`src/verilog/pcf_pkg.sv`:
```
// shared constants and types for the pci target command filter
package pcf_pkg;

  // ----------------------------------------------------------------
  // bus command codes seen on the command/byte-enable lines
  // ----------------------------------------------------------------
  localparam logic [3:0] PCF_CMD_IO_RD = 4'h2;
  localparam logic [3:0] PCF_CMD_IO_WR = 4'h3;
  localparam logic [3:0] PCF_CMD_MEM_RD = 4'h6;
  localparam logic [3:0] PCF_CMD_MEM_WR = 4'h7;
  localparam logic [3:0] PCF_CMD_CFG_RD = 4'ha;
  localparam logic [3:0] PCF_CMD_CFG_WR = 4'hb;

  // ----------------------------------------------------------------
  // field positions and widths
  // ----------------------------------------------------------------
  localparam int PCF_AD_W = 32;
  localparam int PCF_BE_W = 4;
  localparam int PCF_CMD_WR_BIT = 0;
  localparam logic [1:0] PCF_CFG_TYPE0 = 2'h0;

  // ----------------------------------------------------------------
  // address space tags handed to the user side
  // ----------------------------------------------------------------
  typedef enum logic [1:0] {
    PCF_SPACE_IO = 2'h0,
    PCF_SPACE_MEM = 2'h1,
    PCF_SPACE_CFG = 2'h2
  } pcf_space_t;

  // ----------------------------------------------------------------
  // target sequencer states
  // ----------------------------------------------------------------
  typedef enum logic [2:0] {
    ST_IDLE,
    ST_CLAIM,
    ST_FETCH,
    ST_DATA,
    ST_TURN,
    ST_IGNORE
  } pcf_state_t;

  // ----------------------------------------------------------------
  // values after reset
  // ----------------------------------------------------------------
  localparam logic PCF_RST_N_HIGH = 1'b1;
  localparam logic [PCF_AD_W-1:0] PCF_RST_WORD = 32'h0000_0000;
  localparam logic [PCF_BE_W-1:0] PCF_RST_CBE = 4'hf;

endpackage : pcf_pkg

```
`src/verilog/pcf_sync.sv`:
```
// two flip-flop input synchroniser, parameterised width and reset value
`timescale 1ns/1ps
`default_nettype none

module pcf_sync #(
  parameter int W = 1,
  parameter logic [W-1:0] RST_VAL = '0
) (
  // clock and reset
  input wire logic i_clk_sys,
  input wire logic i_rst,
  // raw and synchronised level
  input wire logic [W-1:0] i_d,
  output logic [W-1:0] o_q
);

  logic [W-1:0] meta_reg; // first stage, read only by second stage
  logic [W-1:0] q_reg; // second stage, safe to use

  // ----------------------------------------------------------------
  // two-stage capture
  // ----------------------------------------------------------------
  always_ff @(posedge i_clk_sys) begin
    if (i_rst) begin
      meta_reg <= RST_VAL;
      q_reg <= RST_VAL;
    end else begin
      meta_reg <= i_d;
      q_reg <= meta_reg;
    end
  end

  assign o_q = q_reg;

endmodule : pcf_sync

`default_nettype wire

```
`src/verilog/pcf_target.sv`:
```
// pci target-only front end that claims io, memory and config cycles
`timescale 1ns/1ps
`default_nettype none

module pcf_target #(
  parameter int MEM_DEC_BITS = 24, // low bits inside the memory window
  parameter int IO_DEC_BITS = 8, // low bits inside the io window
  parameter logic [31:0] MEM_BASE = 32'h0000_0000,
  parameter logic [31:0] IO_BASE = 32'h0000_0000
) (
  // clock and reset
  input wire logic i_clk_sys,
  input wire logic i_rst,
  // pci bus inputs
  input wire logic i_pci_frame_n,
  input wire logic i_pci_irdy_n,
  input wire logic i_pci_idsel,
  input wire logic [pcf_pkg::PCF_BE_W-1:0] i_pci_cbe_n,
  input wire logic [pcf_pkg::PCF_AD_W-1:0] i_pci_ad,
  // pci bus outputs with enables
  output logic [pcf_pkg::PCF_AD_W-1:0] o_pci_ad,
  output logic o_pci_ad_oe,
  output logic o_pci_par,
  output logic o_pci_par_oe,
  output logic o_pci_devsel_n,
  output logic o_pci_trdy_n,
  output logic o_pci_stop_n,
  output logic o_pci_ctl_oe,
  // user side
  output logic o_usr_wr_valid,
  output logic o_usr_rd_req,
  output logic [pcf_pkg::PCF_AD_W-1:0] o_usr_addr,
  output logic [pcf_pkg::PCF_AD_W-1:0] o_usr_wdata,
  output logic [pcf_pkg::PCF_BE_W-1:0] o_usr_be,
  output logic [1:0] o_usr_space,
  input wire logic [pcf_pkg::PCF_AD_W-1:0] i_usr_rdata
);

  import pcf_pkg::*;

  // ----------------------------------------------------------------
  // synchronised bus inputs
  // ----------------------------------------------------------------
  logic frame_s; // frame, active low, synchronised
  logic irdy_s; // initiator ready, active low
  logic idsel_s; // config select
  logic [PCF_BE_W-1:0] cbe_s; // command / byte enables, active low
  logic [PCF_AD_W-1:0] ad_s; // address/data

  // control lines reset to their idle levels: frame and irdy high, idsel low,
  // so the frame edge detector sees no false fall after reset
  pcf_sync #(.W(3), .RST_VAL({PCF_RST_N_HIGH, PCF_RST_N_HIGH, 1'b0})) u_sync_ctl (
    .i_clk_sys(i_clk_sys),
    .i_rst(i_rst),
    .i_d({i_pci_frame_n, i_pci_irdy_n, i_pci_idsel}),
    .o_q({frame_s, irdy_s, idsel_s})
  );

  // word path; skew between bits is harmless since it is read when stable
  pcf_sync #(.W(PCF_AD_W + PCF_BE_W), .RST_VAL({PCF_RST_WORD, PCF_RST_CBE})) u_sync_ad (
    .i_clk_sys(i_clk_sys),
    .i_rst(i_rst),
    .i_d({i_pci_ad, i_pci_cbe_n}),
    .o_q({ad_s, cbe_s})
  );

  // ----------------------------------------------------------------
  // state and registered outputs
  // ----------------------------------------------------------------
  pcf_state_t state_reg, state_next; // sequencer
  logic frame_prev_reg, frame_prev_next; // frame one cycle ago, for edge
  logic wr_cyc_reg, wr_cyc_next; // current claim is a write
  logic [PCF_AD_W-1:0] ad_out_reg, ad_out_next; // read data on the bus
  logic ad_oe_reg, ad_oe_next;
  logic par_reg, par_next;
  logic par_oe_reg, par_oe_next;
  logic devsel_n_reg, devsel_n_next;
  logic trdy_n_reg, trdy_n_next;
  logic stop_n_reg, stop_n_next;
  logic ctl_oe_reg, ctl_oe_next;
  logic wr_valid_reg, wr_valid_next;
  logic rd_req_reg, rd_req_next;
  logic [PCF_AD_W-1:0] addr_reg, addr_next;
  logic [PCF_AD_W-1:0] wdata_reg, wdata_next;
  logic [PCF_BE_W-1:0] be_reg, be_next;
  logic [1:0] space_reg, space_next;

  // ----------------------------------------------------------------
  // address-phase decode
  // ----------------------------------------------------------------
  logic addr_phase; // frame has just gone active
  logic cmd_ok; // command belongs to the claimed set
  logic hit; // address falls in our decode
  pcf_space_t cmd_space; // space of the decoded command

  // decode of the command code and address window
  always_comb begin
    addr_phase = frame_prev_reg && !frame_s;
    cmd_ok = 1'b0;
    cmd_space = PCF_SPACE_IO;
    hit = 1'b0;
    unique case (cbe_s)
      PCF_CMD_IO_RD, PCF_CMD_IO_WR: begin
        cmd_ok = 1'b1;
        cmd_space = PCF_SPACE_IO;
        hit = (ad_s[PCF_AD_W-1:IO_DEC_BITS] == IO_BASE[PCF_AD_W-1:IO_DEC_BITS]);
      end
      PCF_CMD_MEM_RD, PCF_CMD_MEM_WR: begin
        cmd_ok = 1'b1;
        cmd_space = PCF_SPACE_MEM;
        hit = (ad_s[PCF_AD_W-1:MEM_DEC_BITS] == MEM_BASE[PCF_AD_W-1:MEM_DEC_BITS]);
      end
      PCF_CMD_CFG_RD, PCF_CMD_CFG_WR: begin
        cmd_ok = 1'b1;
        cmd_space = PCF_SPACE_CFG;
        hit = idsel_s && (ad_s[1:0] == PCF_CFG_TYPE0);
      end
      default: begin
        // interrupt ack, special, reserved, dual address and the
        // cache-line memory commands are all left for others
        cmd_ok = 1'b0;
      end
    endcase
  end

  // ----------------------------------------------------------------
  // sequencer next-state
  // ----------------------------------------------------------------
  // single data phase per claim: stop goes out with trdy, so a burst is
  // disconnected after one word; simpler than tracking burst addresses
  always_comb begin
    state_next = state_reg;
    frame_prev_next = frame_s;
    wr_cyc_next = wr_cyc_reg;
    ad_out_next = ad_out_reg;
    ad_oe_next = ad_oe_reg;
    par_next = ^{ad_out_reg, cbe_s}; // even parity over driven word and byte enables
    par_oe_next = ad_oe_reg; // parity trails data by one cycle
    devsel_n_next = devsel_n_reg;
    trdy_n_next = trdy_n_reg;
    stop_n_next = stop_n_reg;
    ctl_oe_next = ctl_oe_reg;
    wr_valid_next = 1'b0;
    rd_req_next = 1'b0;
    addr_next = addr_reg;
    wdata_next = wdata_reg;
    be_next = be_reg;
    space_next = space_reg;
    unique case (state_reg)
      ST_IDLE: begin
        // only ever a target: no grant to wait on, no initiator path
        if (addr_phase) begin
          if (cmd_ok && hit) begin
            addr_next = ad_s;
            space_next = cmd_space;
            wr_cyc_next = cbe_s[PCF_CMD_WR_BIT];
            devsel_n_next = 1'b0;
            ctl_oe_next = 1'b1;
            state_next = ST_CLAIM;
          end else begin
            state_next = ST_IGNORE;
          end
        end
      end
      ST_CLAIM: begin
        if (wr_cyc_reg) begin
          trdy_n_next = 1'b0;
          stop_n_next = 1'b0;
          state_next = ST_DATA;
        end else begin
          rd_req_next = 1'b1;
          state_next = ST_FETCH;
        end
      end
      ST_FETCH: begin
        // user read data must be valid while the request is high
        ad_out_next = i_usr_rdata;
        ad_oe_next = 1'b1;
        trdy_n_next = 1'b0;
        stop_n_next = 1'b0;
        state_next = ST_DATA;
      end
      ST_DATA: begin
        if (!irdy_s) begin
          if (wr_cyc_reg) begin
            wdata_next = ad_s;
            be_next = ~cbe_s;
            wr_valid_next = 1'b1;
          end
          // drive the controls high for a cycle before letting go
          devsel_n_next = 1'b1;
          trdy_n_next = 1'b1;
          stop_n_next = 1'b1;
          ad_oe_next = 1'b0;
          state_next = ST_TURN;
        end
      end
      ST_TURN: begin
        ctl_oe_next = 1'b0;
        state_next = ST_IDLE;
      end
      ST_IGNORE: begin
        // target controls stay released until the bus goes idle
        if (frame_s && irdy_s) begin
          state_next = ST_IDLE;
        end
      end
    endcase
  end

  // ----------------------------------------------------------------
  // registers
  // ----------------------------------------------------------------
  always_ff @(posedge i_clk_sys) begin
    if (i_rst) begin
      state_reg <= ST_IDLE;
      frame_prev_reg <= PCF_RST_N_HIGH;
      wr_cyc_reg <= 1'b0;
      ad_out_reg <= PCF_RST_WORD;
      ad_oe_reg <= 1'b0;
      par_reg <= 1'b0;
      par_oe_reg <= 1'b0;
      devsel_n_reg <= PCF_RST_N_HIGH;
      trdy_n_reg <= PCF_RST_N_HIGH;
      stop_n_reg <= PCF_RST_N_HIGH;
      ctl_oe_reg <= 1'b0;
      wr_valid_reg <= 1'b0;
      rd_req_reg <= 1'b0;
      addr_reg <= PCF_RST_WORD;
      wdata_reg <= PCF_RST_WORD;
      be_reg <= '0;
      space_reg <= PCF_SPACE_IO;
    end else begin
      state_reg <= state_next;
      frame_prev_reg <= frame_prev_next;
      wr_cyc_reg <= wr_cyc_next;
      ad_out_reg <= ad_out_next;
      ad_oe_reg <= ad_oe_next;
      par_reg <= par_next;
      par_oe_reg <= par_oe_next;
      devsel_n_reg <= devsel_n_next;
      trdy_n_reg <= trdy_n_next;
      stop_n_reg <= stop_n_next;
      ctl_oe_reg <= ctl_oe_next;
      wr_valid_reg <= wr_valid_next;
      rd_req_reg <= rd_req_next;
      addr_reg <= addr_next;
      wdata_reg <= wdata_next;
      be_reg <= be_next;
      space_reg <= space_next;
    end
  end

  // ----------------------------------------------------------------
  // outputs, all straight from flops
  // ----------------------------------------------------------------
  assign o_pci_ad = ad_out_reg;
  assign o_pci_ad_oe = ad_oe_reg;
  assign o_pci_par = par_reg;
  assign o_pci_par_oe = par_oe_reg;
  assign o_pci_devsel_n = devsel_n_reg;
  assign o_pci_trdy_n = trdy_n_reg;
  assign o_pci_stop_n = stop_n_reg;
  assign o_pci_ctl_oe = ctl_oe_reg;
  assign o_usr_wr_valid = wr_valid_reg;
  assign o_usr_rd_req = rd_req_reg;
  assign o_usr_addr = addr_reg;
  assign o_usr_wdata = wdata_reg;
  assign o_usr_be = be_reg;
  assign o_usr_space = space_reg;

endmodule : pcf_target

`default_nettype wire

```
`config.mk`:
```
export PLATFORM = sky130hd
export DESIGN_NAME = pcf_target
export DESIGN_NICKNAME = d
export VERILOG_FILES = /design/src/verilog/pcf_pkg.sv /design/src/verilog/pcf_sync.sv /design/src/verilog/pcf_target.sv
export SDC_FILE = /design/constraint.sdc
export NUM_CORES = 1
export LEC_CHECK = 0
export BUFFER_PORTS_ARGS = -buffer_cell sky130_fd_sc_hd__buf_2
export CELL_PAD_IN_SITES_DETAIL_PLACEMENT = 1
export CELL_PAD_IN_SITES_GLOBAL_PLACEMENT = 1
export CORE_MARGIN = 5
export CORE_UTILIZATION = 41
export DETAILED_ROUTE_END_ITERATION = 10
export PLACE_DENSITY_LB_ADDON = 0.3
export SLEW_MARGIN = 10
export SYNTH_ARGS = -nofsm -noshare
export SYNTH_HDL_FRONTEND = slang
export SYNTH_SLANG_ARGS = --single-unit
```
`constraint.sdc`:
```
create_clock -name i_clk_sys -period 5.9 [get_ports i_clk_sys]
set_input_delay 0.295 -clock i_clk_sys [delete_from_list [all_inputs] [get_ports i_clk_sys]]
set_output_delay 0.295 -clock i_clk_sys [all_outputs]
set_load 0.01 [all_outputs]
```
== Yosys cells after proc, flatten, opt, wreduce, memory -nomap -nowiden ==
Index checks and enable logic that the tools add are counted.

* Output and inout bits: 111
* Bits in registers: 193
* Logic and storage cells: 89

* Reductions and logical operators: 27
* Bitwise logic cells: 4
* Eq/ne operators: 16
* Multiplexer cells: 22

{| class="wikitable"
|+ Operators with widths
! operator !! count
|-
| XOR reduction 36 bit || 1
|-
| logical NOT 24 bit || 1
|-
| one-hot mux 3 bit (6 select lines) || 1
|-
| AND reduction 3 bit || 5
|-
| two-way mux 3 bit || 4
|-
| two-way mux 1 bit || 11
|-
| inequality test 2 bit (second input constant) || 5
|-
| == test 4 x 2 -> 1 bit (second input constant) || 2
|-
| == test 4 x 3 -> 1 bit (second input constant) || 2
|-
| == test 4 bit (second input constant) || 2
|-
| logical NOT 8 bit || 1
|-
| OR reduction 2 bit || 4
|-
| == test 3 x 2 -> 1 bit (second input constant) || 2
|-
| == test 3 bit (second input constant) || 2
|-
| one-hot mux 1 bit (2 select lines) || 3
|-
| one-hot mux 1 bit (3 select lines) || 2
|-
| nonzero test 2 bit || 3
|-
| OR reduction 6 bit || 1
|-
| logical AND 1 bit || 4
|-
| inverter 4 bit || 1
|-
| one-hot mux 2 bit (2 select lines) || 1
|-
| AND reduction 4 bit || 1
|-
| == test 3 x 1 -> 1 bit (second input constant) || 1
|-
| logical NOT 3 bit || 1
|-
| 6 further kinds || 8
|}

== Logic depth before layout (Yosys ltp) ==
Gate-level depths: netlist of run 1.

* Depth after elaboration: 7
* Mapped depth: 10
* Mapped depth without buffers: 8

== By module ==
A second synthesis of run 1 with hierarchy kept.

* Cell total of the unflattened synthesis: 690
* Area, all modules: 6595.1 sq um

{| class="wikitable"
|+ Modules (own cells, without submodules)
! module !! area each (sq um) !! times used !! cells each
|-
| pcf_target || 4496.8 || 1 || 526
|-
| pcf_sync (u_sync_ad) || 1940.6 || 1 || 152
|-
| pcf_sync (u_sync_ctl) || 157.7 || 1 || 12
|}

== Least setup slack after synthesis of run 1 ==
OpenSTA, ideal clock, no wires.

* Path type: register to register
* Start point: register u_sync_ad.q_reg[14], in the netlist u_sync_ad.o_q[14]
* End point: register addr_reg[10], in the netlist o_usr_addr[10]
* Library setup time: 0.128 ns
* Arrival: 2.086 ns
* Path buffers: 2
* Setup slack: 3.686 ns
* Data required time: 5.772 ns
* Cell stages (with the launch flop): 9
* Cell sequence: dfxtp_1 -> or4_1 -> or4_1 -> o21ai_2 -> nand4_1 -> buf_2 -> buf_2 -> mux2i_1 -> nor2_1

* Word-level cells in the longest chain between the ends: 4

{| class="wikitable"
|+ Ends and longest elaborated chain
! what !! RTL line !! RTL
|-
| start, declared || pcf_sync.sv:18 || <nowiki>logic [W-1:0] q_reg;</nowiki>
|-
| start signal, assigned || pcf_sync.sv:29 || <nowiki>q_reg <= meta_reg;</nowiki>
|-
| logical NOT 24 bit || pcf_target.sv:106 || <nowiki>hit = (ad_s[PCF_AD_W-1:IO_DEC_BITS] == IO_BASE[PCF_AD_W-1:IO_DEC_BITS]);</nowiki>
|-
| one-hot mux 1 bit (3 select lines) || pcf_target.sv:102 || <nowiki>unique case (cbe_s)</nowiki>
|-
| logical AND 1 bit || pcf_target.sv:153 || <nowiki>if (cmd_ok && hit) begin</nowiki>
|-
| AND reduction 3 bit (no source line) || -- ||
|-
| end signal, assigned || pcf_target.sv:247 || <nowiki>addr_reg <= addr_next;</nowiki>
|-
| end, declared || pcf_target.sv:83 || <nowiki>logic [PCF_AD_W-1:0] addr_reg, addr_next;</nowiki>
|}

Parallel ways exist; a longest one is shown, timed or not.
A chain may end at the register's enable or synchronous reset.

== Worst setup path in the final report of run 1 ==
* Start point: register u_sync_ad.q_reg[14], in the netlist u_sync_ad.o_q[14]
* End point: register addr_reg[7], in the netlist o_usr_addr[7]

* Word-level cells in the longest chain between the ends: 4

{| class="wikitable"
|+ Ends and longest elaborated chain
! what !! RTL line
|-
| logical NOT 24 bit || pcf_target.sv:106
|-
| one-hot mux 1 bit (3 select lines) || pcf_target.sv:102
|-
| logical AND 1 bit || pcf_target.sv:153
|-
| AND reduction 3 bit (no source line) || --
|}

Every way passes these cells.

==> results.toml, run 1 <==
[timing]
slew_headroom = 0.201
fmax_mhz = 280
fin_skew_ns = 0.00826
drv_slew = 0
grt_setup_unrepaired = "no"
period_share = 0.606
setup_viol = 0
final-hold-violation-count = 0
period_minus_slack_ns = 3.57
finalSetupTns_ns = 0
worst_slew_pin_slew_ns = 1.20

[status]
status = "finished clean"

[clocking]
path_clk_slew_ns = 0.07
cts-root-buf = "clkbuf_16"
cts_sinks = 193
clock_latency_ns = 0.42
post_cts_buffers = 0
h-tree-depth = 4
cts_resized = 0
cts_tree = "done"
ctsHoldBuffers = 0
numCtsBuffers = 17
clockBufferDepth = 2

[routing]
drt-vias-per-instance = 4.77
drt_first_pass_iters = 4
remaining_drc_errors = 0
ant_nets = 0
vias = 5153
drt-total-wl_um = 17800
wire_per_inst_um = 16.5
drt_iter0_drc = 210

[yosys]
yosys_register_bits = 193
synth_common_cells = "193 x dfxtp_1, 138 x nand2_1, 72 x a21oi_1"
yosysWarnings = 0
synthFlopType = "dfxtp_1"
synth-edff-count = 0
async_reset_ff_frac = 0
syn-cell-area_mm2 = 0.00660
synth_nets = 769
syn_inst = 691
yosysSeqAreaShare = 0.586
synth_top_area_frac = 0.586
synthDistinctLibCells = 40
synth_most_common_cell = "dfxtp_1"
yosysTopAreaCell = "dfxtp_1"
syn_area_per_cell_um2 = 9.55
ys_top_cells_by_area = "dfxtp_1 59%, nand2_1 7.9%, nor2b_1 6.7%"

[worst_setup_path]
path_max_fanout = 20
r2r_start = "u_sync_ad.o_q[14]$_SDFF_PP0_"
cp_data_arrival_time_ns = 3.84
path_class = "flip-flop to flip-flop"
crit_required_ns = 6.17
r2r_cells = 7
r2r_slack_ns = 2.33
start_kind = "flip-flop"
regToRegEndpoint = "o_usr_addr[7]$_SDFFE_PP0P_"
end_kind = "flip-flop"

[floorplanning]
start_util = 0.417
num_rows = 46
die_area_mm2 = 0.0187
ios = 184
coreArea_mm2 = 0.0158
die_w_um = 137
dieHeight_um = 137

[global_route]
overflow = 0
grt_pass1_wl_um = 27900
antenna_found_initial = 0
grt_max_degree = 149
track_usage = 0.190
grt_pass1_vias = 5501

[hold_path]
min_to = "u_sync_ad.meta_reg[3]$_SDFF_PP1_"
hold_depth = 2
min_path_type = "input port to flip-flop"
min-delay-start = "i_pci_cbe_n[3]"

[place]
placed_area_mm2 = 0.00764
portBuffers = 183
routabilityCongestion = 0.799
dp.final_hpwl_um = 12700

[layout]
drive_above_1_share = 0.268
area_growth_pct = 24.3
fin_area_mm2 = 0.00820
num-fill-cells = 1859
nets = 931
post-route-util = 0.518
antenna_cells = 0

[power_and_ir_drop]
clkPwrFrac = 0.359
p_sw_frac = 0.275
ir_worst_vdd_mv = 0.214
p_int_mw = 2.21
combPwrFrac = 0.164
power.static_leakage_nw = 3.74
fin_total_pwr_mw = 3.05
powerDensity_mw_per_mm2 = 372
switchingPower_uw = 840
power_frac_seq = 0.476

[flow_run]
maxCapViolations = 0
==> worst max-delay path, stage by stage, from the launching register on <==
cell	delay [ns]
dfxtp_1	0.33
or4_1	0.50
or4_1	0.44
o21ai_2	0.24
nand4_1	0.94
buf_4	0.62
mux2i_1	0.25
nor2_1	0.07
==> routing by layer <==
metal	track usage	part of all wire	vias to the layer above
met3	0.0430	0.052	21
li1	-	-	2546
met4	0.0565	0.013	0
met1	0.233	0.44	2445
met5	0	0	-
met2	0.334	0.50	141
==> metrics by stage <==
step | cells | worst slack, ns | hold WS, ns
floorplan | 691 | 3.69 | 0.389
global placement | 1050 | 2.50 | 0.402
detailed placement | 1050 | 2.35 | 0.402
CTS | 1081 | 2.29 | 0.0386
global route | 1081 | 2.12 | 0.0446
finish | 1081 | 2.33 | 0.0568
==> cell usage in the layout (no fill, tap or decap), drive strengths merged <==
cell type and instances:
a31oi 1, nand2b 2, a2bb2oi 1, buf 186, o31ai 1, a41oi 1
and2 2, nand3 1, a21oi 72, nor2 48, o311a 1, or4 2
clkinvlp 3, a32oi 1, ha 5, xor2 4, xnor3 1, o21a 1
inv 11, nor2b 71, nor4 5, dfxtp 193, nand4 2, nor4bb 1
a211o 1, nor3 4, mux2i 33, or3b 2, nand2 138, clkbuf 18
o21ai 3, bufinv 1, nor4b 1, xnor2 27, or2 13, a211oi 4
and3b 1, clkinv 3
==> power by group through the flow <==
stage	Combinational [mW]	Clock [mW]	Sequential, mW
after floorplan	0.361	0	1.47
after global placement	0.487	0	1.48
after detailed placement	0.504	0	1.48
after CTS	0.508	1.12	1.45
after global routing	0.550	1.18	1.46
final	0.501	1.10	1.45
==> worst max path at each step <==
| stage | to | slack [ns] | start | depth (start not counted) |
|---|---|---|---|---|
| floorplan | o_usr_addr[10]$_SDFFE_PP0P_ | 3.69 | u_sync_ad.o_q[14]$_SDFF_PP0_ | 8 |
| global placement | o_usr_addr[10]$_SDFFE_PP0P_ | 2.50 | u_sync_ad.o_q[14]$_SDFF_PP0_ | 7 |
| detailed placement | o_usr_addr[7]$_SDFFE_PP0P_ | 2.35 | u_sync_ad.o_q[14]$_SDFF_PP0_ | 7 |
| CTS | o_usr_addr[7]$_SDFFE_PP0P_ | 2.29 | u_sync_ad.o_q[14]$_SDFF_PP0_ | 7 |
| global route | o_usr_addr[7]$_SDFFE_PP0P_ | 2.12 | u_sync_ad.o_q[14]$_SDFF_PP0_ | 7 |
| finish | o_usr_addr[7]$_SDFFE_PP0P_ | 2.33 | u_sync_ad.o_q[14]$_SDFF_PP0_ | 7 |
==> kinds of logic (layout without fill, tap and decap cells) <==
| family | count (synthesis) | count (layout) | share of synthesized area |
|---|---|---|---|
| XOR/XNOR | 32 | 32 | 0.0446 |
| adder cells (fa/ha/maj) | 5 | 5 | 0.00948 |
| buffers and inverters | 48 | 222 | 0.0286 |
| multiplexers | 33 | 33 | 0.0501 |
| flip-flops | 193 | 193 | 0.586 |
| AO/OA/AOI/OAI | 87 | 87 | 0.0721 |
| AND/OR/NAND/NOR | 293 | 293 | 0.210 |
==> layout make-up <==
cell class / instances / area, um^2 / share of cell area
clock inverters: 13 / 126 / 0.0154
clock buffers: 18 / 429 / 0.0523
multi-input cells: 450 / 2550 / 0.311
inverters: 5 / 18.8 / 0.00229
repair buffers: 186 / 945 / 0.115
well taps: 216 / 270 / 0.0330
flip-flops and latches: 193 / 3860 / 0.471
No activity file was read; power rests on OpenSTA's default activity.
==> inputs of run 2 (changes only) <==
- ABC_AREA: not set -> 1
- CORE_UTILIZATION: 41 -> 38
- clock period: 5.9 -> 3.5 ns (I/O delays scaled with it)
==> results.toml, run 2 <==
[clocking]
cts-root-buf = "clkbuf_16"
clock_latency_ns = 0.43
clockBufferDepth = 2
cts_sinks = 193
h-tree-depth = 4
path_clk_slew_ns = 0.08
cts_resized = 0
numCtsBuffers = 17
cts_tree = "done"

[layout]
antenna_cells = 0
num-fill-cells = 2351
final_cell_mix = "199 x nand2_1, 193 x dfxtp_1, 182 x buf_2"
drive_above_1_share = 0.209
fin_cells = 1412
area_growth_pct = 28.2
layout_commonest_cell = "nand2_1"
nets = 1243

[timing]
period_share = 0.746
fin_skew_ns = 0.0150
slew_headroom = 0.201
worst_slew_pin_slew_ns = 1.20
grt_setup_unrepaired = "no"
setup_slack_ns = 0.891
finalSetupTns_ns = 0
setup_viol = 0
period_minus_slack_ns = 2.61
drv_slew = 0
fmax_mhz = 383
final-hold-violation-count = 0
timing.hold.ws_ns = 0.0189

[yosys]
syn_inst = 963
synthFlopType = "dfxtp_1"
synthDistinctLibCells = 30
yosysWarnings = 0
synth_nets = 1041
yosysTopAreaCell = "dfxtp_1"
synth_top_area_frac = 0.531
syn-cell-area_mm2 = 0.00727
synth-edff-count = 0
yosysSeqAreaShare = 0.531
ys_top_cells_by_area = "dfxtp_1 53%, nand2_1 10%, nor2_1 8.7%"
syn_area_per_cell_um2 = 7.55
synth_most_common_cell = "nand2_1"
synth_common_cells = "199 x nand2_1, 193 x dfxtp_1, 168 x nor2_1"
yosys_register_bits = 193
async_reset_ff_frac = 0

[routing]
drt-vias-per-instance = 4.72
remaining_drc_errors = 0
wire_per_inst_um = 15.1
ant_nets = 0
drt_first_pass_iters = 4
drt-total-wl_um = 21300
drt_iter0_drc = 246
vias = 6665

[global_route]
antenna_found_initial = 0
grt_max_degree = 97
grt_pass1_vias = 6900
overflow = 0
track_usage = 0.193
grt_pass1_wl_um = 34700

[floorplanning]
start_util = 0.387
die_w_um = 148
dieHeight_um = 148
die_area_mm2 = 0.0220
num_rows = 50
ios = 184
coreArea_mm2 = 0.0188

[worst_setup_path]
start_kind = "flip-flop"
cp_data_arrival_time_ns = 2.87
crit_required_ns = 3.76
path_class = "flip-flop to flip-flop"
path_max_fanout = 36
r2r_start = "u_sync_ad.o_q[0]$_SDFF_PP1_"
end_kind = "flip-flop"
crit_path_start = "u_sync_ad.o_q[0]$_SDFF_PP1_"

[place]
pre_cts_ws_ns = 0.893
dp.final_hpwl_um = 14300
routabilityCongestion = 0.801
placed_cells = 1337
portBuffers = 183

[hold_path]
min-delay-start = "i_usr_rdata[27]"
min_path_type = "input port to flip-flop"

[flow_run]
maxCapViolations = 0

[power_and_ir_drop]
switchingPower_mw = 2.18
p_int_mw = 4.00
powerDensity_mw_per_mm2 = 663
fin_total_pwr_mw = 6.18
combPwrFrac = 0.269
power.static_leakage_nw = 4.65
clkPwrFrac = 0.319
p_sw_frac = 0.353
power_frac_seq = 0.412
ir_worst_vdd_mv = 0.311

[status]
status = "finished clean"
## run 2: cell count changes after synthesis, moves of 5 or more
cell,delta
buf_4,+9
xnor2_1,-23
nand3_1,+14
nand2_1,+61
o21ai_0,+63
inv_1,+113
nor2_1,+120
mux2i_1,-33
nor2b_1,-71
nand4_1,+34
o21ai_1,+8
clkbuf_1,-5
## run 2: cells by family after synthesis
group / synth area share
flip-flops: 0.531
buffers and inverters: 0.0952
adder cells (fa/ha/maj): 0.00861
XOR/XNOR: 0.00602
AND/OR/NAND/NOR: 0.255
AO/OA/AOI/OAI: 0.104
## run 2: worst paths after layout
kind | endpoint | slack [ns] | cells past startpoint
worst max-delay path | o_usr_addr[27]$_SDFFE_PP0P_ | 0.89 | 9
worst min-delay path | o_pci_ad[27]$_SDFFE_PP0P_ | 0.02 | 3
worst max register to register | o_usr_addr[27]$_SDFFE_PP0P_ | 0.89 | 9
worst min register to register | u_sync_ad.o_q[9]$_SDFF_PP0_ | 0.40 | 2
## run 2: power groups by stage
stage               Combinational (mW)  Sequential (mW)  Clock [mW]
finish                            1.66             2.54        1.97
CTS                               1.69             2.54        2.02
global route                      1.90             2.58        2.12
floorplan                         1.11             2.62           0
global placement                  1.60             2.59           0
detailed placement                1.64             2.60           0
## run 2: through the flow
step / utilization / cell area [um^2]
floorplan: - / 7270
global placement: 0.442 / 8290
detailed placement: 0.442 / 8290
CTS: 0.497 / 9320
global route: 0.497 / 9320
finish: 0.497 / 9320
## run 2: layer usage
layer  vias up  wire length [um]  global-route usage
met4         0               376              0.0522
met3        22               874              0.0335
met1      3083              9680               0.244
met5         -                 0                   0
li1       3411                 -                   -
met2       149             10400               0.341
## run 2: critical path, cell delays in order, from the launching register on
cell      delay [ns]
dfxtp_1         0.34
inv_1           0.06
ha_1            0.19
o211ai_1        0.11
nor3_1          0.18
nand2_1         0.12
nand2_2         0.56
nand3_4         0.56
nand2_1         0.21
a21oi_1         0.10
## run 2: final cells by class
| type | count | area [um^2] | area share |
|---|---|---|---|
| Sequential cell | 193 | 3860 | 0.415 |
| Multi-Input combinational cell | 600 | 2720 | 0.292 |
| Timing Repair Buffer | 231 | 1390 | 0.149 |
| Inverter | 122 | 458 | 0.0491 |
| Clock buffer | 18 | 439 | 0.0471 |
| Tap cell | 234 | 293 | 0.0314 |
| Clock inverter | 14 | 158 | 0.0169 |
## run 2: timing repair
item | CTS | global route
buffers inserted | 0 | 0
endpoints found under the setup margin | 0 | 0
hold buffers | 43 | 0
hold endpoints to repair | 43 | 0
==> inputs of run 3 (changes only) <==
- ABC_AREA: 1 -> 0
- clock period: 3.5 -> 2.65 ns (I/O delays scaled with it)
==> results.toml, run 3 (same netlist as run 1, synthesis figures left out) <==
[place]
routabilityCongestion = 0.783
placed_area_mm2 = 0.00774
portBuffers = 183
dp.final_hpwl_um = 12200
pre_cts_ws_ns = 0.199
placed_cells = 1069

[clocking]
clockBufferDepth = 2
numCtsBuffers = 17
cts_tree = "done"
h-tree-depth = 4
post_cts_buffers = 0
cts_resized = 0
cts_sinks = 193
cts-root-buf = "clkbuf_16"
path_clk_slew_ns = 0.07
clock_latency_ns = 0.43
ctsHoldBuffers = 71

[timing]
timing.hold.ws_ns = 0.158
setup_slack_ns = 0.123
fmax_mhz = 396
finalSetupTns_ns = 0
period_share = 0.953
setup_viol = 0
final-hold-violation-count = 0
drv_slew = 0
slew_headroom = 0.534
grt_setup_unrepaired = "no"
period_minus_slack_ns = 2.53
worst_slew_pin_slew_ns = 0.699
fin_skew_ns = 0.0105

[global_route]
grt_max_degree = 97
grt_pass1_wl_um = 29100
overflow = 0
track_usage = 0.184
grt_pass1_vias = 5559
antenna_found_initial = 0

[routing]
ant_nets = 0
drt-vias-per-instance = 4.63
drt_iter0_drc = 199
drt-total-wl_um = 18500
drt_first_pass_iters = 4
remaining_drc_errors = 0
vias = 5407
wire_per_inst_um = 15.8

[layout]
fin_area_mm2 = 0.00897
antenna_cells = 0
num-fill-cells = 1991
area_growth_pct = 36.0
layout_commonest_cell = "dfxtp_1"
drive_above_1_share = 0.252
nets = 1012
post-route-util = 0.522
fin_cells = 1169
final_cell_mix = "193 x dfxtp_1, 182 x buf_2, 138 x nand2_1"

[floorplanning]
ios = 184
die_w_um = 142
die_area_mm2 = 0.0201
coreArea_mm2 = 0.0172
dieHeight_um = 142
start_util = 0.384
num_rows = 48

[hold_path]
min_path_type = "input port to flip-flop"

[power_and_ir_drop]
power.static_leakage_nw = 4.07
fin_total_pwr_mw = 6.74
powerDensity_mw_per_mm2 = 751
ir_worst_vdd_mv = 0.464

[worst_setup_path]
path_cells = "or4_1 -> or4_1 -> o21ai_2 -> nand4_1 -> buf_4 -> mux2i_1 -> nor2_1"
path_max_fanout = 17
cpPeakStageDelay_ns = 0.51
cp_num_buf_inv = 1
start_kind = "flip-flop"
critPathSlowestCell = "or4_1"
path_class = "flip-flop to flip-flop"
cp_common_cell = "or4_1"
cp_data_arrival_time_ns = 2.83
cpLargestDelayFamily = "simple AND/OR/NAND/NOR gates"
crit_required_ns = 2.95
end_kind = "flip-flop"

[status]
status = "finished clean"

[flow_run]
maxCapViolations = 0
run 3: where the power goes:
part	total, mW	switching (mW)	internal, mW
registers	3.24	0.161	3.08
logic	1.22	0.601	0.615
clock network	2.29	1.05	1.24
run 3: worst register-to-register path, delay by kind of cell (launching register included):
kind            cells  cell delay (ns)
compound gates      1             0.15
buf+inv             1             0.36
flops               1             0.32
mux                 1             0.25
simple gates        4             1.32
run 3: area by class of cell:
type                       count  area [um^2]  area share
tap                          225          282      0.0314
multi-input combinational    450         2540       0.284
sequential                   193         3860       0.431
clock buffer                  21          460      0.0513
inverter                       5         18.8     0.00209
timing repair buffer         267         1740       0.194
clock inverter                 8         58.8     0.00656
run 3: final timing paths:
check | startpoint | end | slack (ns) | cells after the start
max | u_sync_ad.o_q[14]$_SDFF_PP0_ | o_usr_addr[8]$_SDFFE_PP0P_ | 0.12 | 7
min | i_rst | o_usr_addr[16]$_SDFFE_PP0P_ | 0.16 | 2
max reg2reg | u_sync_ad.o_q[14]$_SDFF_PP0_ | o_usr_addr[8]$_SDFFE_PP0P_ | 0.12 | 7
min reg2reg | u_sync_ad.meta_reg[1]$_SDFF_PP1_ | u_sync_ad.o_q[1]$_SDFF_PP1_ | 0.41 | 1
run 3: layer usage:
metal,GRT usage,part of all wire
met5,0,0
met4,0.0616,0.015
met1,0.225,0.43
met3,0.0455,0.057
met2,0.318,0.49
